==> config.mk <==
export PLATFORM = sky130hd
export DESIGN_NAME = gat_xlate
export DESIGN_NICKNAME = d
export VERILOG_FILES = /design/src/core/gat_pkg.sv /design/src/core/gat_xlate.sv
export SDC_FILE = /design/constraint.sdc
export NUM_CORES = 1
export LEC_CHECK = 0
export BUFFER_PORTS_ARGS = -buffer_cell sky130_fd_sc_hd__buf_2
export CAP_MARGIN = 5
export CORE_UTILIZATION = 45
export DETAILED_ROUTE_END_ITERATION = 6
export SYNTH_ARGS = -nofsm -noshare
export SYNTH_HDL_FRONTEND = slang
export SYNTH_SLANG_ARGS = --single-unit
==> constraint.sdc <==
create_clock -name pclk -period 4.5 [get_ports pclk]
set_input_delay 0.45 -clock pclk [delete_from_list [all_inputs] [get_ports pclk]]
set_output_delay 0.45 -clock pclk [all_outputs]
set_load 0.05 [all_outputs]
==> src/core/gat_pkg.sv <==
/*
 * gat_pkg: constants, register map and carrier types for the graphics
 * address translation block.
 * assumes: one 40 MHz clock, APB register access, memory port outside.
 */
// Operation
// translate logical address through 32-bit entries
// tables unsnooped; entry fetches never snoop
// software aligns table bases to 4KB
// global table 128/256/512KB, contiguous
// per-process table adds 64KB size
// global entries written through write window
// status posted by writes to 4KB page
// software sets status page address first
// ring buffers start 4KB aligned, linear
// ring buffer length at most 2MB
// batch fetches are unsnooped memory accesses
// batch start and length QWord multiples
// batch end addresses last valid QWord
// batch length up to full 4GB
// indirect primitives share vertex buffer space
// entry address base plus 4*page; bounds
package gat_pkg;
   // register byte offsets
   localparam logic [7:0] GAT_OFF_GLB_CTL    = 8'h00; // translation_table_control
   localparam logic [7:0] GAT_OFF_PPT_CTL    = 8'h04; // per_process_table_control
   localparam logic [7:0] GAT_OFF_STATUS_PG  = 8'h08; // status_page_address
   localparam logic [7:0] GAT_OFF_RING_BASE  = 8'h0C;
   localparam logic [7:0] GAT_OFF_RING_LEN   = 8'h10;
   localparam logic [7:0] GAT_OFF_BATCH_ST   = 8'h14;
   localparam logic [7:0] GAT_OFF_BATCH_END  = 8'h18;
   localparam logic [7:0] GAT_OFF_XLATE_ADDR = 8'h1C; // write starts a lookup
   localparam logic [7:0] GAT_OFF_XLATE_RES  = 8'h20;
   localparam logic [7:0] GAT_OFF_STATUS     = 8'h24;
   localparam logic [7:0] GAT_OFF_WIN_IDX    = 8'h28; // global_table_write_window index
   localparam logic [7:0] GAT_OFF_WIN_DATA   = 8'h2C; // write posts entry
   localparam logic [7:0] GAT_OFF_STAT_POST  = 8'h30; // write posts status dword
   // field positions
   localparam int GAT_CTL_SIZE_LSB = 1;   // size code bits [2:1]
   localparam int GAT_CTL_EN_BIT   = 0;
   localparam int GAT_PAGE_SHIFT   = 12;  // 4KB pages and alignment
   localparam int GAT_QW_SHIFT     = 3;
   localparam logic [31:0] GAT_RING_MAX = 32'h0020_0000; // 2MB
   // size codes: 0=128KB 1=256KB 2=512KB 3=64KB (per-process only)
   localparam logic [1:0] GAT_SZ_128 = 2'h0;
   localparam logic [1:0] GAT_SZ_256 = 2'h1;
   localparam logic [1:0] GAT_SZ_512 = 2'h2;
   localparam logic [1:0] GAT_SZ_64  = 2'h3;
   // table sizes in 4-byte entries
   localparam logic [19:0] GAT_NENT_64  = 20'h04000;
   localparam logic [19:0] GAT_NENT_128 = 20'h08000;
   localparam logic [19:0] GAT_NENT_256 = 20'h10000;
   localparam logic [19:0] GAT_NENT_512 = 20'h20000;
   // reset values
   localparam logic [31:0] GAT_RST_ZERO = 32'h0000_0000;
   // memory request kinds
   typedef enum logic [1:0] {GAT_MK_ENTRY_RD, GAT_MK_ENTRY_WR, GAT_MK_STATUS_WR} gat_kind_t;
   typedef struct packed {
      logic        valid;
      logic        write;
      logic        snoop;
      logic [31:0] addr;
      logic [31:0] wdata;
   } gat_mem_req_t;
   typedef struct packed {
      logic        valid;
      logic [31:0] rdata;
   } gat_mem_rsp_t;
endpackage

==> src/core/gat_xlate.sv <==
/*
 * gat_xlate: APB register file, table lookup engine, global table write
 * window, status page posting and buffer placement checks.
 * assumes: memory port answers each request with one rsp.valid pulse,
 * same clock; rsp inputs come from on-chip logic on pclk.
 */
`timescale 1ns/1ps
module gat_xlate
   import gat_pkg::*;
(
   input  wire logic         pclk,
   input  wire logic         presetn,
   input  wire logic         psel,
   input  wire logic         penable,
   input  wire logic         pwrite,
   input  wire logic [7:0]   paddr,
   input  wire logic [31:0]  pwdata,
   output logic [31:0]       prdata,
   output logic              pready,
   output logic              pslverr,
   output gat_mem_req_t      mem_req,
   input  wire gat_mem_rsp_t mem_rsp
);
   typedef enum {GAT_IDLE, GAT_REQ, GAT_WAIT} gat_state_t;

   logic [31:0]  gctl_reg, gctl_next, ppt_ctl_reg, ppt_ctl_next;
   logic [31:0]  stpg_reg, stpg_next, rbase_reg, rbase_next, rlen_reg, rlen_next;
   logic [31:0]  bst_reg, bst_next, bend_reg, bend_next, xaddr_reg, xaddr_next;
   logic [31:0]  xres_reg, xres_next, win_reg, win_next;
   logic [3:0]   flags_reg, flags_next; // busy,place_err,fault,done
   logic         use_ppt_reg, use_ppt_next;
   logic         bfetch_reg, bfetch_next; // outstanding request is a batch fetch
   gat_state_t   st_reg, st_next;
   gat_mem_req_t req_reg, req_next;
   logic [31:0]  prdata_next;
   logic         pready_next, pslverr_next;
   logic         acc, wr, busy;
   logic [1:0]   szc;
   logic [19:0]  nentries;
   logic [31:0]  tbase, page;
   logic         place_bad;

   assign acc  = psel & penable & ~pready;
   assign wr   = acc & pwrite;
   assign busy = (st_reg != GAT_IDLE);

   // table size in entries; global table cannot take the 64KB code
   always_comb begin
      szc = use_ppt_reg ? ppt_ctl_reg[GAT_CTL_SIZE_LSB +: 2] : gctl_reg[GAT_CTL_SIZE_LSB +: 2];
      case (szc)
         GAT_SZ_128: nentries = GAT_NENT_128;
         GAT_SZ_256: nentries = GAT_NENT_256;
         GAT_SZ_512: nentries = GAT_NENT_512;
         GAT_SZ_64:  nentries = use_ppt_reg ? GAT_NENT_64 : GAT_NENT_128;
         default:    nentries = GAT_NENT_128;
      endcase
      tbase = use_ppt_reg ? ppt_ctl_reg : gctl_reg;
      tbase[GAT_PAGE_SHIFT-1:0] = '0; // low bits are control fields, base stays 4KB aligned
      page  = {12'h000, xaddr_reg[31:GAT_PAGE_SHIFT]};
   end

   // placement checks: ring alignment and length, batch qword alignment
   always_comb begin
      place_bad = (rbase_reg[GAT_PAGE_SHIFT-1:0] != '0)
               || (rlen_reg > GAT_RING_MAX)
               || (bst_reg[GAT_QW_SHIFT-1:0] != '0)
               || (bend_reg[GAT_QW_SHIFT-1:0] != '0)
               || (bend_reg < bst_reg);                 // full 32-bit range allowed
   end

   // apb writes, lookup engine, memory master
   always_comb begin
      gctl_next    = gctl_reg;
      ppt_ctl_next = ppt_ctl_reg;
      stpg_next    = stpg_reg;
      rbase_next   = rbase_reg;
      rlen_next    = rlen_reg;
      bst_next     = bst_reg;
      bend_next    = bend_reg;
      xaddr_next   = xaddr_reg;
      xres_next    = xres_reg;
      win_next     = win_reg;
      flags_next   = flags_reg;
      use_ppt_next = use_ppt_reg;
      bfetch_next  = bfetch_reg;
      st_next      = st_reg;
      req_next     = req_reg;
      flags_next[2] = place_bad;
      if (wr && !busy) begin
         case (paddr)
            GAT_OFF_GLB_CTL:   gctl_next = pwdata;
            GAT_OFF_PPT_CTL:   ppt_ctl_next = pwdata;
            GAT_OFF_STATUS_PG: stpg_next = {pwdata[31:GAT_PAGE_SHIFT], 12'h000};
            GAT_OFF_RING_BASE: rbase_next = pwdata;
            GAT_OFF_RING_LEN:  rlen_next = pwdata;
            GAT_OFF_BATCH_ST:  bst_next = pwdata;
            GAT_OFF_BATCH_END: begin
               // end write launches the first qword fetch as main memory, never snooped
               bend_next   = pwdata;
               req_next    = '{1'b1, 1'b0, 1'b0, {bst_reg[31:GAT_QW_SHIFT], 3'b000}, GAT_RST_ZERO};
               bfetch_next = 1'b1;
               st_next     = GAT_WAIT;
            end
            GAT_OFF_WIN_IDX:   win_next = pwdata;
            GAT_OFF_XLATE_ADDR: begin
               xaddr_next   = pwdata;
               use_ppt_next = ppt_ctl_reg[GAT_CTL_EN_BIT];
               flags_next[1:0] = 2'h0;
               st_next = GAT_REQ;
            end
            GAT_OFF_WIN_DATA: begin
               // global entries only through the window, unsnooped
               req_next = '{1'b1, 1'b1, 1'b0, {gctl_reg[31:GAT_PAGE_SHIFT], 12'h000} + {win_reg[29:0], 2'b00},
                            pwdata};
               st_next = GAT_WAIT;
            end
            GAT_OFF_STAT_POST: begin
               // status lands in the snooped 4KB page, word index in low bits
               req_next = '{1'b1, 1'b1, 1'b1, stpg_reg | {20'h00000, win_reg[9:0], 2'b00},
                            pwdata};
               st_next = GAT_WAIT;
            end
            default: ;
         endcase
      end
      case (st_reg)
         GAT_IDLE: ;
         GAT_REQ: begin
            if (page >= {12'h000, nentries}) begin
               flags_next[1:0] = 2'h3; // out of aperture
               st_next = GAT_IDLE;
            end else begin
               // entry fetch never snoops the cpu cache
               req_next = '{1'b1, 1'b0, 1'b0, tbase + {page[29:0], 2'b00}, GAT_RST_ZERO};
               st_next = GAT_WAIT;
            end
         end
         GAT_WAIT: begin
            req_next.valid = 1'b0;
            if (mem_rsp.valid) begin
               bfetch_next = 1'b0;
               // batch words are not decoded here, so they leave the lookup result alone
               if (!req_reg.write && !bfetch_reg) begin
                  // entry bit0 valid, upper bits physical page
                  xres_next = {mem_rsp.rdata[31:GAT_PAGE_SHIFT], xaddr_reg[GAT_PAGE_SHIFT-1:0]};
                  flags_next[1:0] = mem_rsp.rdata[0] ? 2'h1 : 2'h3;
               end
               st_next = GAT_IDLE;
            end
         end
         default: st_next = GAT_IDLE;
      endcase
      flags_next[3] = (st_next != GAT_IDLE);
   end

   // apb read data; writes while busy, except to the status offset, are refused with pslverr
   always_comb begin
      pready_next  = acc;
      pslverr_next = 1'b0;
      prdata_next  = GAT_RST_ZERO;
      if (acc) begin
         case (paddr)
            GAT_OFF_GLB_CTL:    prdata_next = gctl_reg;
            GAT_OFF_PPT_CTL:    prdata_next = ppt_ctl_reg;
            GAT_OFF_STATUS_PG:  prdata_next = stpg_reg;
            GAT_OFF_RING_BASE:  prdata_next = rbase_reg;
            GAT_OFF_RING_LEN:   prdata_next = rlen_reg;
            GAT_OFF_BATCH_ST:   prdata_next = bst_reg;
            GAT_OFF_BATCH_END:  prdata_next = bend_reg;
            GAT_OFF_XLATE_ADDR: prdata_next = xaddr_reg;
            GAT_OFF_XLATE_RES:  prdata_next = xres_reg;
            GAT_OFF_STATUS:     prdata_next = {28'h0000000, flags_reg};
            GAT_OFF_WIN_IDX:    prdata_next = win_reg;
            GAT_OFF_WIN_DATA, GAT_OFF_STAT_POST: prdata_next = GAT_RST_ZERO;
            default:            pslverr_next = 1'b1;
         endcase
         if (pwrite && busy && paddr != GAT_OFF_STATUS)
            pslverr_next = 1'b1;
      end
   end

   // state registers
   always_ff @(posedge pclk or negedge presetn) begin
      if (!presetn) begin
         gctl_reg    <= GAT_RST_ZERO;
         ppt_ctl_reg <= GAT_RST_ZERO;
         stpg_reg    <= GAT_RST_ZERO;
         rbase_reg   <= GAT_RST_ZERO;
         rlen_reg    <= GAT_RST_ZERO;
         bst_reg     <= GAT_RST_ZERO;
         bend_reg    <= GAT_RST_ZERO;
         xaddr_reg   <= GAT_RST_ZERO;
         xres_reg    <= GAT_RST_ZERO;
         win_reg     <= GAT_RST_ZERO;
         flags_reg   <= 4'h0;
         use_ppt_reg <= 1'b0;
         bfetch_reg  <= 1'b0;
         st_reg      <= GAT_IDLE;
         req_reg     <= '0;
         prdata      <= GAT_RST_ZERO;
         pready      <= 1'b0;
         pslverr     <= 1'b0;
      end else begin
         gctl_reg    <= gctl_next;
         ppt_ctl_reg <= ppt_ctl_next;
         stpg_reg    <= stpg_next;
         rbase_reg   <= rbase_next;
         rlen_reg    <= rlen_next;
         bst_reg     <= bst_next;
         bend_reg    <= bend_next;
         xaddr_reg   <= xaddr_next;
         xres_reg    <= xres_next;
         win_reg     <= win_next;
         flags_reg   <= flags_next;
         use_ppt_reg <= use_ppt_next;
         bfetch_reg  <= bfetch_next;
         st_reg      <= st_next;
         req_reg     <= req_next;
         prdata      <= prdata_next;
         pready      <= pready_next;
         pslverr     <= pslverr_next;
      end
   end

   assign mem_req = req_reg;
endmodule

Yosys cells after proc, flatten, opt, wreduce, memory -nomap -nowiden. Cells that the tools add are included.

Logic and storage cells: 111. Register bits: 447. Output and inout port bits: 101.

Bitwise logic cells: 5. $lt $le $gt $ge: 3. Add/subtract/negate cells: 2. Reduce and logical (&&, ||, !) cells: 31. Mux-type cells: 30. Equality and inequality tests: 18.

Operators by type and width (number): $pmux 32 s11 (1); $pmux 67 s3 (1); $mux 67 (2); $mux 32 (4); $pmux 32 s3 (1); $pmux 20 s4 (1); $mux 66 (1); $pmux 32 s2 (1); $reduce_bool 32->1 (2); $eq 8x6->1 const B (5); $add 32x22->32 (1); $add 32x32->32 (1); $eq 32x1->1 const B (1); $eq 32x2->1 const B (1); $eq 8x5->1 const B (4); $gt 32x22->1 const B (1); $logic_not 32->1 (1); $lt 32x32->1 (1); $or 32x12->32 (1); $ge 20x20->1 (1); $reduce_and 2->1 (9); $eq 8x4->1 const B (2); $mux 16 (1); $mux 2 (8); 19 further kinds (37).

Longest topological paths before layout. Gate-level depths: netlist of run 1.

Depth in word-level cells: 8. Gate-level depth with buffers: 14.

Worst setup path before layout of run 1. Ideal clock, no wire load.

Kind: flip-flop to flip-flop. Start point: register use_ppt_reg. End point: register req_reg, in the netlist mem_req[63]. Required time: 4.363 ns. Library setup time: 0.137 ns. Data arrival time: 3.195 ns. Path buffers: 3. Period minus slack after synthesis: 3.332 ns. Cell stages (with the launch flop): 13. Slack: 1.168 ns. Path through: dfrtp_1 > clkbuf_1 > clkbuf_1 > clkbuf_1 > mux2_2 > ha_1 > a21o_1 > a21oi_1 > and2_1 > a211oi_1 > nor4bb_1 > xor2_1 > a21oi_1.

RTL lines: from (decl) (RTL line gat_xlate.sv:31) `logic use_ppt_reg, use_ppt_next;`; from (signal assigned) (RTL line gat_xlate.sv:215) `use_ppt_reg <= use_ppt_next;`; to (signal assigned) (RTL line gat_xlate.sv:218) `req_reg <= req_next;`; to (decl) (RTL line gat_xlate.sv:34) `gat_mem_req_t req_reg, req_next;`.

==> results.json, run 1 <==
{
  "synthTopCellsByArea": "dfrtp_1 52%, mux2_2 15%, ha_1 3.7%, a22oi_1 3.4%, nand2_1 2.7%",
  "synth_top_family_by_area": "multiplexers",
  "place_area_um2": 23000,
  "overflow": 0,
  "grt_pass1_vias": 16519,
  "async_flop_share": 1.00,
  "routed_wl_um": 67600,
  "status": "finished with violations",
  "area_growth_pct": 15.1,
  "fillCellCount": 4104,
  "grt_start_max_net_pins": 112,
  "grt_first_pass_wirelength_um": 103000,
  "cts_sinks": 447,
  "hpwlAfterDp_um": 44000,
  "p_per_area_nw_per_um2": 346,
  "maxCapViolCount": 0,
  "hold_violations": 0,
  "ys_types": 81,
  "drc": 12,
  "timing.hold.ws_ns": 0.0631,
  "antenna_cells": 0,
  "required_ns": 4.93,
  "synth-simple-area-share": 0.0888,
  "crit_family": "flip-flops",
  "antenna_left": 0,
  "clk_pin_slew_ns": 0.07,
  "synthCells": 1836,
  "fin_crit_sh": 0.809,
  "cts-buffers-inserted": 49,
  "initial_utilization": 0.459,
  "grt_usage": 0.286,
  "num-nets-final": 2135,
  "slew_headroom": 0.225,
  "violations": "DRC",
  "period_needed_ns": 3.64,
  "path_class": "flip-flop to flip-flop",
  "synth_edf_count": 0,
  "critPathArrivalTime_ns": 4.07,
  "critPathSlowestCell": "dfrtp_1",
  "synth-xor-area-share": 0.0127,
  "critical_path.max_stage_delay_ns": 0.90,
  "worstPathCellList": "buf_4, mux2_2, ha_1, or3_1, o21ai_0, a211oi_1, nor4bb_1, xor2_1, a21oi_1",
  "io-pin-count": 179,
  "cts-root-buf": "clkbuf_16",
  "via_per_inst": 6.19,
  "synth_compound_area_frac": 0.148,
  "die_y_um": 220,
  "drtPass1Iterations": 7,
  "cts_resized": 0,
  "netlist_area_um2": 21500,
  "h-tree-depth": 2,
  "postCtsSetupBuffers": 0,
  "portBuffers": 167,
  "drt_iter0_markers": 1450,
  "peakVddDrop_mv": 0.238,
  "gp_congestion": 0.919,
  "worstSetupEndpointType": "flip-flop",
  "clk_path_buf_depth": 3,
  "clock_latency_ns": 0.61,
  "yosys.area.top_type": "dfrtp_1",
  "ys_seq_area_frac": 0.521,
  "syn_avg_cell_area_um2": 11.7,
  "antenna_found_initial": 0,
  "vias": 16310,
  "rsz0062_at_grt": "no",
  "avgRoutedWirePerCell_um": 25.6,
  "max_freq_mhz": 275,
  "setup_viol": 0,
  "synth-seq-cells": 447,
  "synth-adder-area-share": 0.0392,
  "synthTopCellsByCount": "447 x dfrtp_1, 281 x mux2_2, 157 x nand2_1",
  "setup-tns-final_ns": 0,
  "cp_num_buf_inv": 1,
  "synth_top_area_share": 0.521,
  "die_area_um2": 48600,
  "cts_tree": "built",
  "synth_top_flop_cell": "dfrtp_1",
  "core_area_um2": 46800,
  "rows": 79,
  "drive_above_1_share": 0.300,
  "crit_path_max_fanout": 18,
  "synthMuxAreaShare": 0.154,
  "largest_reg_flops": 67,
  "finClkSkew_ns": 0.0192,
  "yosys.cell_count.top_type": "dfrtp_1",
  "die_w_um": 220,
  "crit_path_start_kind": "flip-flop",
  "design_area_um2": 24700,
  "p_leak_nw": 12.1,
  "slew_violations": 0,
  "worst_pin_slew_ns": 1.16,
  "hold_class": "primary input to flip-flop",
  "yosys_warnings": 0
}
[power breakdown]
group	internal (W)	total (W)	switching (W)
registers	0.00403	0.00404	0.00000434
clock network	0.00258	0.00430	0.00172
logic	0.0000397	0.000210	0.000170
total	0.00666	0.00855	0.00189
[worst paths after layout]
path                                 to  cells past startpoint    startpoint  slack [ns]
setup / recovery            mem_req[63]                      9   use_ppt_reg        0.86
hold / removal               bfetch_reg                      2   mem_rsp[32]        0.06
setup reg to reg            mem_req[63]                      9   use_ppt_reg        0.86
hold reg to reg            flags_reg[0]                      2  flags_reg[0]        0.49
max in group asynchronous  xres_reg[14]                      3       presetn        2.83
min in group asynchronous    prdata[24]                      2       presetn        0.49
[per-layer routing]
| metal | part of all wire | vias up | track usage |
|---|---|---|---|
| li1 | - | 7146 | - |
| met1 | 0.43 | 8374 | 0.386 |
| met2 | 0.47 | 667 | 0.461 |
| met3 | 0.074 | 123 | 0.0509 |
| met4 | 0.029 | 0 | 0.101 |
| met5 | 0 | - | 0 |
[metrics by stage]
stage / worst slack [ns] / total power (W) / instances / util
after floorplan: 1.17 / 0.00417 / 1865 / -
after global placement: 1.04 / 0.00432 / 2546 / 0.491
after detailed placement: 0.913 / 0.00433 / 2546 / 0.491
after CTS: 0.872 / 0.00862 / 2636 / 0.528
after global routing: 0.698 / 0.00880 / 2636 / 0.528
final: 0.862 / 0.00855 / 2636 / 0.528
[area by class of cell]
cell class | count | area (um^2) | area share
Inverter | 45 | 169 | 0.00684
Timing Repair Buffer | 210 | 1210 | 0.0489
Tap cell | 607 | 759 | 0.0308
Clock inverter | 27 | 373 | 0.0151
Multi-Input combinational cell | 1238 | 9660 | 0.391
Sequential cell | 447 | 11200 | 0.453
Clock buffer | 62 | 1350 | 0.0545
[cell families (layout without fill, tap and decap cells)]
group,count (synthesis),count (layout)
XOR/XNOR,31,31
adder cells (fa/ha/maj),66,66
other,1,30
AO/OA/AOI/OAI,427,427
flip-flops,447,447
multiplexers,295,295
buffers and inverters,180,344
AND/OR/NAND/NOR,389,389
[layout by cell type, fill, tap and decap left out, types with 7 or more instances in the layout]
| master | instances |
|---|---|
| mux2i_1 | 8 |
| a21oi_1 | 40 |
| buf_2 | 166 |
| nor3_1 | 12 |
| nand4_1 | 17 |
| a221oi_1 | 36 |
| nor2b_1 | 7 |
| o21ai_0 | 41 |
| mux2_2 | 281 |
| a21boi_0 | 7 |
| clkinv_2 | 13 |
| xor2_1 | 14 |
| a41oi_1 | 8 |
| a22o_1 | 35 |
| a22oi_1 | 96 |
| nor4_1 | 21 |
| a31oi_1 | 42 |
| nor2_2 | 9 |
| nand3_1 | 17 |
| nand2b_1 | 9 |
| inv_1 | 44 |
| dfrtp_1 | 447 |
| a221o_1 | 8 |
| conb_1 | 30 |
| a211oi_1 | 15 |
| o211ai_1 | 17 |
| bufinv_16 | 8 |
| ha_1 | 64 |
| nor2_1 | 83 |
| clkbuf_1 | 7 |
| and3_1 | 10 |
| clkbuf_16 | 50 |
| buf_4 | 39 |
| a222oi_1 | 26 |
| a21o_1 | 17 |
| xnor2_1 | 17 |
| nand2_1 | 157 |
[timing repair]
item,in CTS,in global routing
hold buffers,1,0
endpoints found under the setup margin,0,0
endpoints found under the hold margin,106,0
[worst register-to-register path: cells and delay by family (launching register included)]
kind / cells / cell delay, ns
buf+inv: 1 / 0.40
flops: 1 / 0.90
xor+xnor: 1 / 0.18
compound gates: 3 / 0.75
mux: 1 / 0.37
simple gates: 2 / 0.51
fa+ha+maj: 1 / 0.36
Power figures use the tool's default switching activity.
==> inputs of run 2 (changes only) <==
--- a/config.mk
+++ b/config.mk
@@ -9,6 +9,7 @@
 export CAP_MARGIN = 5
 export CORE_UTILIZATION = 45
 export DETAILED_ROUTE_END_ITERATION = 6
+export PLACE_DENSITY = 0.65
 export SYNTH_ARGS = -nofsm -noshare
 export SYNTH_HDL_FRONTEND = slang
 export SYNTH_SLANG_ARGS = --single-unit
==> constraint.sdc (replaced) <==
create_clock -name pclk -period 3.3 [get_ports pclk]
set_input_delay 0.33 -clock pclk [delete_from_list [all_inputs] [get_ports pclk]]
set_output_delay 0.33 -clock pclk [all_outputs]
set_load 0.05 [all_outputs]
==> run 2 against run 1 <==
  * The flow still finishes with violations (DRC)
  * Maximum frequency grew 18%
  * Cell count up 1.9%
  * Register-to-register slack worse by 0.65 ns
  * Sequential share of layout area decreased by 1.1 points
  * Clock power increased by 38%
  * Flip-flop and latch count is the same
  * Die area did not move
  * Combinational power grew 49%
==> results.json, run 2 (synthesis gave the netlist of run 1 again) <==
{
  "postCtsSetupBuffers": 0,
  "antenna_found_initial": 0,
  "dp_cells": 2567,
  "dp_slack_ns": 0.196,
  "final_util": 0.541,
  "seqPwrFrac": 0.468,
  "max_freq_mhz": 324,
  "hold_class": "primary input to flip-flop",
  "min_to": "bend_reg[11]",
  "crit_family": "simple AND/OR/NAND/NOR gates",
  "p_int_w": 0.00915,
  "hpwlAfterDp_um": 45600,
  "slew_headroom": 0.525,
  "worst_pin_slew_ns": 0.706,
  "h-tree-depth": 2,
  "clk_pin_slew_ns": 0.06,
  "violations": "DRC",
  "layout_commonest_cell": "dfrtp_1",
  "grt_start_max_net_pins": 86,
  "path_class": "flip-flop to flip-flop",
  "core_area_um2": 46800,
  "crit_path_max_fanout": 20,
  "drtPass1Iterations": 7,
  "power_frac_comb": 0.027,
  "setup-tns-final_ns": 0,
  "clkPwrFrac": 0.505,
  "ctsHoldBuffers": 26,
  "hold_depth": 3,
  "num-nets-final": 2181,
  "routed_wl_um": 67600,
  "period_needed_ns": 3.08,
  "r2r-start": "use_ppt_reg",
  "timing.hold.ws_ns": 0.0375,
  "cts-root-buf": "clkbuf_16",
  "p_switching_w": 0.00262,
  "critPathSlowestCell": "and4_2",
  "drc": 25,
  "rsz0062_at_grt": "no",
  "grt_first_pass_wirelength_um": 102000,
  "cts-buffers-inserted": 49,
  "worstSetupEndpointType": "flip-flop",
  "cp_num_buf_inv": 1,
  "via_per_inst": 6.10,
  "layout_setup_ws_ns": 0.215,
  "required_ns": 3.85,
  "worstPathCellList": "buf_4, nor2_1, a21oi_1, ha_1, nor2b_1, nor3_1, a21o_1, and4_2, nand2b_1, o22ai_1, a31o_2",
  "layout.cells.non_filler": 2685,
  "io-pin-count": 179,
  "p_per_area_nw_per_um2": 465,
  "hold_path.startpoint": "pwdata[11]",
  "status": "finished with violations",
  "initial_utilization": 0.459,
  "cts_resized": 0,
  "peakVddDrop_mv": 0.374,
  "rows": 79,
  "gp_congestion": 0.978,
  "vias": 16377,
  "final_cell_mix": "447 x dfrtp_1, 281 x mux2_2, 166 x buf_2, 157 x nand2_1, 96 x a22oi_1",
  "regToRegSetupSlack_ns": 0.22,
  "critical_path.max_stage_delay_ns": 0.65,
  "p_leak_nw": 12.4,
  "crit_path_start_kind": "flip-flop",
  "antenna_left": 0,
  "area_growth_pct": 18.0,
  "setup_viol": 0,
  "cts_tree": "built",
  "avgRoutedWirePerCell_um": 25.2,
  "slew_violations": 0,
  "die_w_um": 220,
  "finClkSkew_ns": 0.0278,
  "grt_usage": 0.282,
  "worst-r2r-cell-count": 11,
  "die_area_um2": 48600,
  "grt_pass1_vias": 16478,
  "portBuffers": 167,
  "fin_crit_sh": 0.935,
  "cts_sinks": 447,
  "largest_reg_flops": 67,
  "clock_latency_ns": 0.62,
  "maxCapViolCount": 0,
  "hold_violations": 0,
  "critPathArrivalTime_ns": 3.63,
  "p_sw_frac": 0.223,
  "r2r-end": "mem_req[55]",
  "clk_path_buf_depth": 3,
  "drt_iter0_markers": 1510,
  "die_y_um": 220,
  "drive_above_1_share": 0.304,
  "overflow": 0
}
run 2: cell count changes in the layout (fill, tap and decap cells not counted), moves of 2 or more:
cell,delta
buf_12,+12
clkbuf_8,+3
buf_4,+9
clkinv_16,+2
clkinv_2,-5
inv_6,+2
dlygate4sd3_1,+25
clkinvlp_4,+2
run 2: final cells by class:
| class | count | area [um^2] |
|---|---|---|
| clock inverter | 26 | 404 |
| timing repair buffer | 256 | 1770 |
| multi-input combinational | 1238 | 9660 |
| clock buffer | 65 | 1370 |
| inverter | 45 | 169 |
| fill | 4004 | 21400 |
| antenna | 1 | 2.50 |
| sequential | 447 | 11200 |
| tap | 607 | 759 |
run 2: worst max-delay path by stage:
| stage | endpoint | from | depth (start not counted) | slack (ns) |
|---|---|---|---|---|
| floorplan | mem_req[63] | use_ppt_reg | 12 | 0.1 |
| detailed placement | mem_req[55] | use_ppt_reg | 11 | 0.20 |
| global route | mem_req[55] | use_ppt_reg | 11 | 0.05 |
| global placement | mem_req[63] | use_ppt_reg | 9 | 0.31 |
| CTS | mem_req[55] | use_ppt_reg | 11 | 0.17 |
| finish | mem_req[55] | use_ppt_reg | 11 | 0.22 |
run 2: through the flow:
step,cell area (um^2),total power (W)
final,25300,0.0118
after global routing,25300,0.0121
after CTS,25300,0.0119
after detailed placement,23300,0.00590
after global placement,23300,0.00590
after floorplan,21600,0.00568
run 2: power by group through the flow:
stage | Combinational (W) | Sequential [W] | Clock [W]
floorplan | 0.0000712 | 0.00561 | 0
global placement | 0.000290 | 0.00561 | 0
detailed placement | 0.000294 | 0.00561 | 0
CTS | 0.000319 | 0.00551 | 0.00604
global route | 0.000348 | 0.00551 | 0.00624
finish | 0.000313 | 0.00551 | 0.00595
run 2: tightest hold or removal path, delay by kind of cell:
kind	cells	cell delay, ns
and+or+nand+nor	2	0.13
buffers and inverters	1	0.16
run 2: per-layer routing:
layer,part of all wire,vias up,global-route usage
met3,0.071,111,0.0520
met4,0.024,0,0.0857
li1,-,7234,-
met2,0.47,669,0.458
met1,0.43,8363,0.384
met5,0,-,0
==> inputs of run 3 (changes only) <==
--- a/config.mk
+++ b/config.mk
@@ -7,9 +7,9 @@
 export LEC_CHECK = 0
 export BUFFER_PORTS_ARGS = -buffer_cell sky130_fd_sc_hd__buf_2
 export CAP_MARGIN = 5
+export CORE_MARGIN = 1
 export CORE_UTILIZATION = 45
 export DETAILED_ROUTE_END_ITERATION = 6
-export PLACE_DENSITY = 0.65
 export SYNTH_ARGS = -nofsm -noshare
 export SYNTH_HDL_FRONTEND = slang
 export SYNTH_SLANG_ARGS = --single-unit
==> constraint.sdc (replaced) <==
create_clock -name pclk -period 3.09 [get_ports pclk]
set_input_delay 0.309 -clock pclk [delete_from_list [all_inputs] [get_ports pclk]]
set_output_delay 0.309 -clock pclk [all_outputs]
set_load 0.05 [all_outputs]
==> run 3 against run 2 <==
  * Cell count up 0.41%
  * Combinational power up 7.7%
  * The run still ends with DRC left
  * Die area unchanged
  * Largest cell class unchanged
  * Routed wire length up 1.2%
  * Highest routed layer is now met5
  * Maximum frequency up 6.5%
  * Clock-buffer cell count up 7
  * Clock skew down 0.0062 ns
  * Largest power group is now sequential cells
  * Total power up 2.1%
==> results.json, run 3 (synthesis gave the netlist of run 1 again) <==
{
  "worstSetupEndpointType": "flip-flop",
  "maxCapViolCount": 0,
  "fillCellCount": 4047,
  "h-tree-depth": 2,
  "seqPwrFrac": 0.490,
  "min_to": "bend_reg[5]",
  "rsz0062_at_grt": "no",
  "rows": 79,
  "crit_path_max_fanout": 4,
  "critPathArrivalTime_ns": 3.37,
  "io-pin-count": 179,
  "crit_family": "compound AO/OA/AOI/OAI gates",
  "timing.hold.ws_ns": 0.0258,
  "p_int_w": 0.00933,
  "multi_input_area_um2": 9670,
  "worst_pin_slew_ns": 0.711,
  "final_cell_mix": "447 x dfrtp_1, 281 x mux2_2, 166 x buf_2, 157 x nand2_1, 96 x a22oi_1",
  "max_freq_mhz": 345,
  "clock_latency_ns": 0.61,
  "place_area_um2": 23500,
  "p_sw_frac": 0.223,
  "path_class": "flip-flop to flip-flop",
  "finClkSkew_ns": 0.0216,
  "grt_usage": 0.287,
  "ff_latch_area_um2": 11200,
  "antenna_left": 0,
  "period_needed_ns": 2.90,
  "die_w_um": 220,
  "avgRoutedWirePerCell_um": 25.4,
  "p_leak_nw": 12.4,
  "die_y_um": 220,
  "layout_setup_ws_ns": 0.192,
  "cts_tree": "built",
  "crit_path_start_kind": "flip-flop",
  "cts-root-buf": "clkbuf_16",
  "area_growth_pct": 18.0,
  "cts_sinks": 447,
  "r2r-end": "mem_req[58]",
  "grt_pass1_vias": 16592,
  "slew_headroom": 0.526,
  "routed_wl_um": 68300,
  "critPathSlowestCell": "fa_1",
  "hpwlAfterDp_um": 46400,
  "via_per_inst": 6.13,
  "status": "finished with violations",
  "drt_iter0_markers": 1494,
  "regToRegSetupSlack_ns": 0.19,
  "violations": "DRC",
  "cts-buffers-inserted": 48,
  "worstPathCellList": "ha_1, fa_1, a211oi_1, o21ai_0, buf_4, nand4_1, and2_1, xor2_1, o21ai_1, a211o_1",
  "r2r-start": "win_reg[10]",
  "setup_viol": 0,
  "antenna_found_initial": 3,
  "portBuffers": 167,
  "setup-tns-final_ns": 0,
  "slew_violations": 0,
  "drtPass1Iterations": 7,
  "dp_slack_ns": 0.176,
  "critical_path.max_stage_delay_ns": 0.44,
  "vias": 16525,
  "clkPwrFrac": 0.482,
  "gp_congestion": 0.926,
  "overflow": 0,
  "hold_violations": 0,
  "grt_start_max_net_pins": 96,
  "die_area_um2": 48600,
  "initial_utilization": 0.459,
  "worst-r2r-cell-count": 10,
  "design_area_um2": 25300,
  "hold_depth": 3,
  "clk_path_buf_depth": 3,
  "grt_first_pass_wirelength_um": 104000,
  "peakVddDrop_mv": 0.324,
  "p_per_area_nw_per_um2": 475,
  "hold_class": "primary input to flip-flop",
  "num-nets-final": 2197,
  "p_switching_w": 0.00268,
  "cp_num_buf_inv": 1,
  "drive_above_1_share": 0.307,
  "layout_commonest_cell": "dfrtp_1",
  "clk_pin_slew_ns": 0.06,
  "hold_path.startpoint": "pwdata[5]",
  "core_area_um2": 46800,
  "power_frac_comb": 0.028,
  "required_ns": 3.57,
  "fin_crit_sh": 0.938,
  "largest_reg_flops": 67,
  "drc": 20
}
-- run 3: per-stage QoR --
| step | std cells | power (W) | utilization |
|---|---|---|---|
| detailed placement | 2584 | 0.00631 | 0.502 |
| floorplan | 1865 | 0.00607 | - |
| global route | 2694 | 0.0124 | 0.541 |
| CTS | 2693 | 0.0121 | 0.541 |
| finish | 2696 | 0.0120 | 0.541 |
| global placement | 2584 | 0.00630 | 0.502 |
-- run 3: timing repair --
item,CTS,global route
buffers inserted,0,1
gates resized for setup,0,5
hold buffers,25,0
hold endpoints to repair,88,0
endpoints found under the setup margin,0,3
-- run 3: area by class of cell --
cell class	count	share of cell area
inverter	45	0.00667
clock buffer	72	0.0566
multi-input combinational	1238	0.382
antenna	2	0.000198
sequential	447	0.442
timing repair buffer	273	0.0767
clock inverter	12	0.00588
tap	607	0.0300
-- run 3: worst min-delay path, cell delays in order --
cell	delay [ns]
buf_2	0.16
nand2_1	0.07
nand2_1	0.05
-- run 3: routing by layer --
layer / global-route usage / up-vias / wire [um]
met5: 0 / - / 8
met4: 0.0920 / 2 / 1900
met3: 0.0482 / 133 / 5400
met2: 0.463 / 708 / 32200
met1: 0.395 / 8417 / 28900
li1: - / 7265 / -
-- run 3: power by group through the flow --
stage               clock [W]  sequential [W]  combinational, W
floorplan                   0         0.00599         0.0000761
global placement            0         0.00599          0.000313
detailed placement          0         0.00599          0.000319
CTS                   0.00591         0.00588          0.000344
global route          0.00612         0.00588          0.000376
finish                0.00580         0.00588          0.000337
-- run 3: worst max path at each step --
stage | startpoint | end | slack (ns) | cells after the start
global placement | use_ppt_reg | mem_req[58] | 0.21 | 12
global route | use_ppt_reg | mem_req[55] | 0.004 | 12
CTS | use_ppt_reg | mem_req[63] | 0.12 | 10
floorplan | use_ppt_reg | mem_req[63] | 0.01 | 12
finish | win_reg[10] | mem_req[58] | 0.19 | 10
detailed placement | use_ppt_reg | mem_req[63] | 0.18 | 10
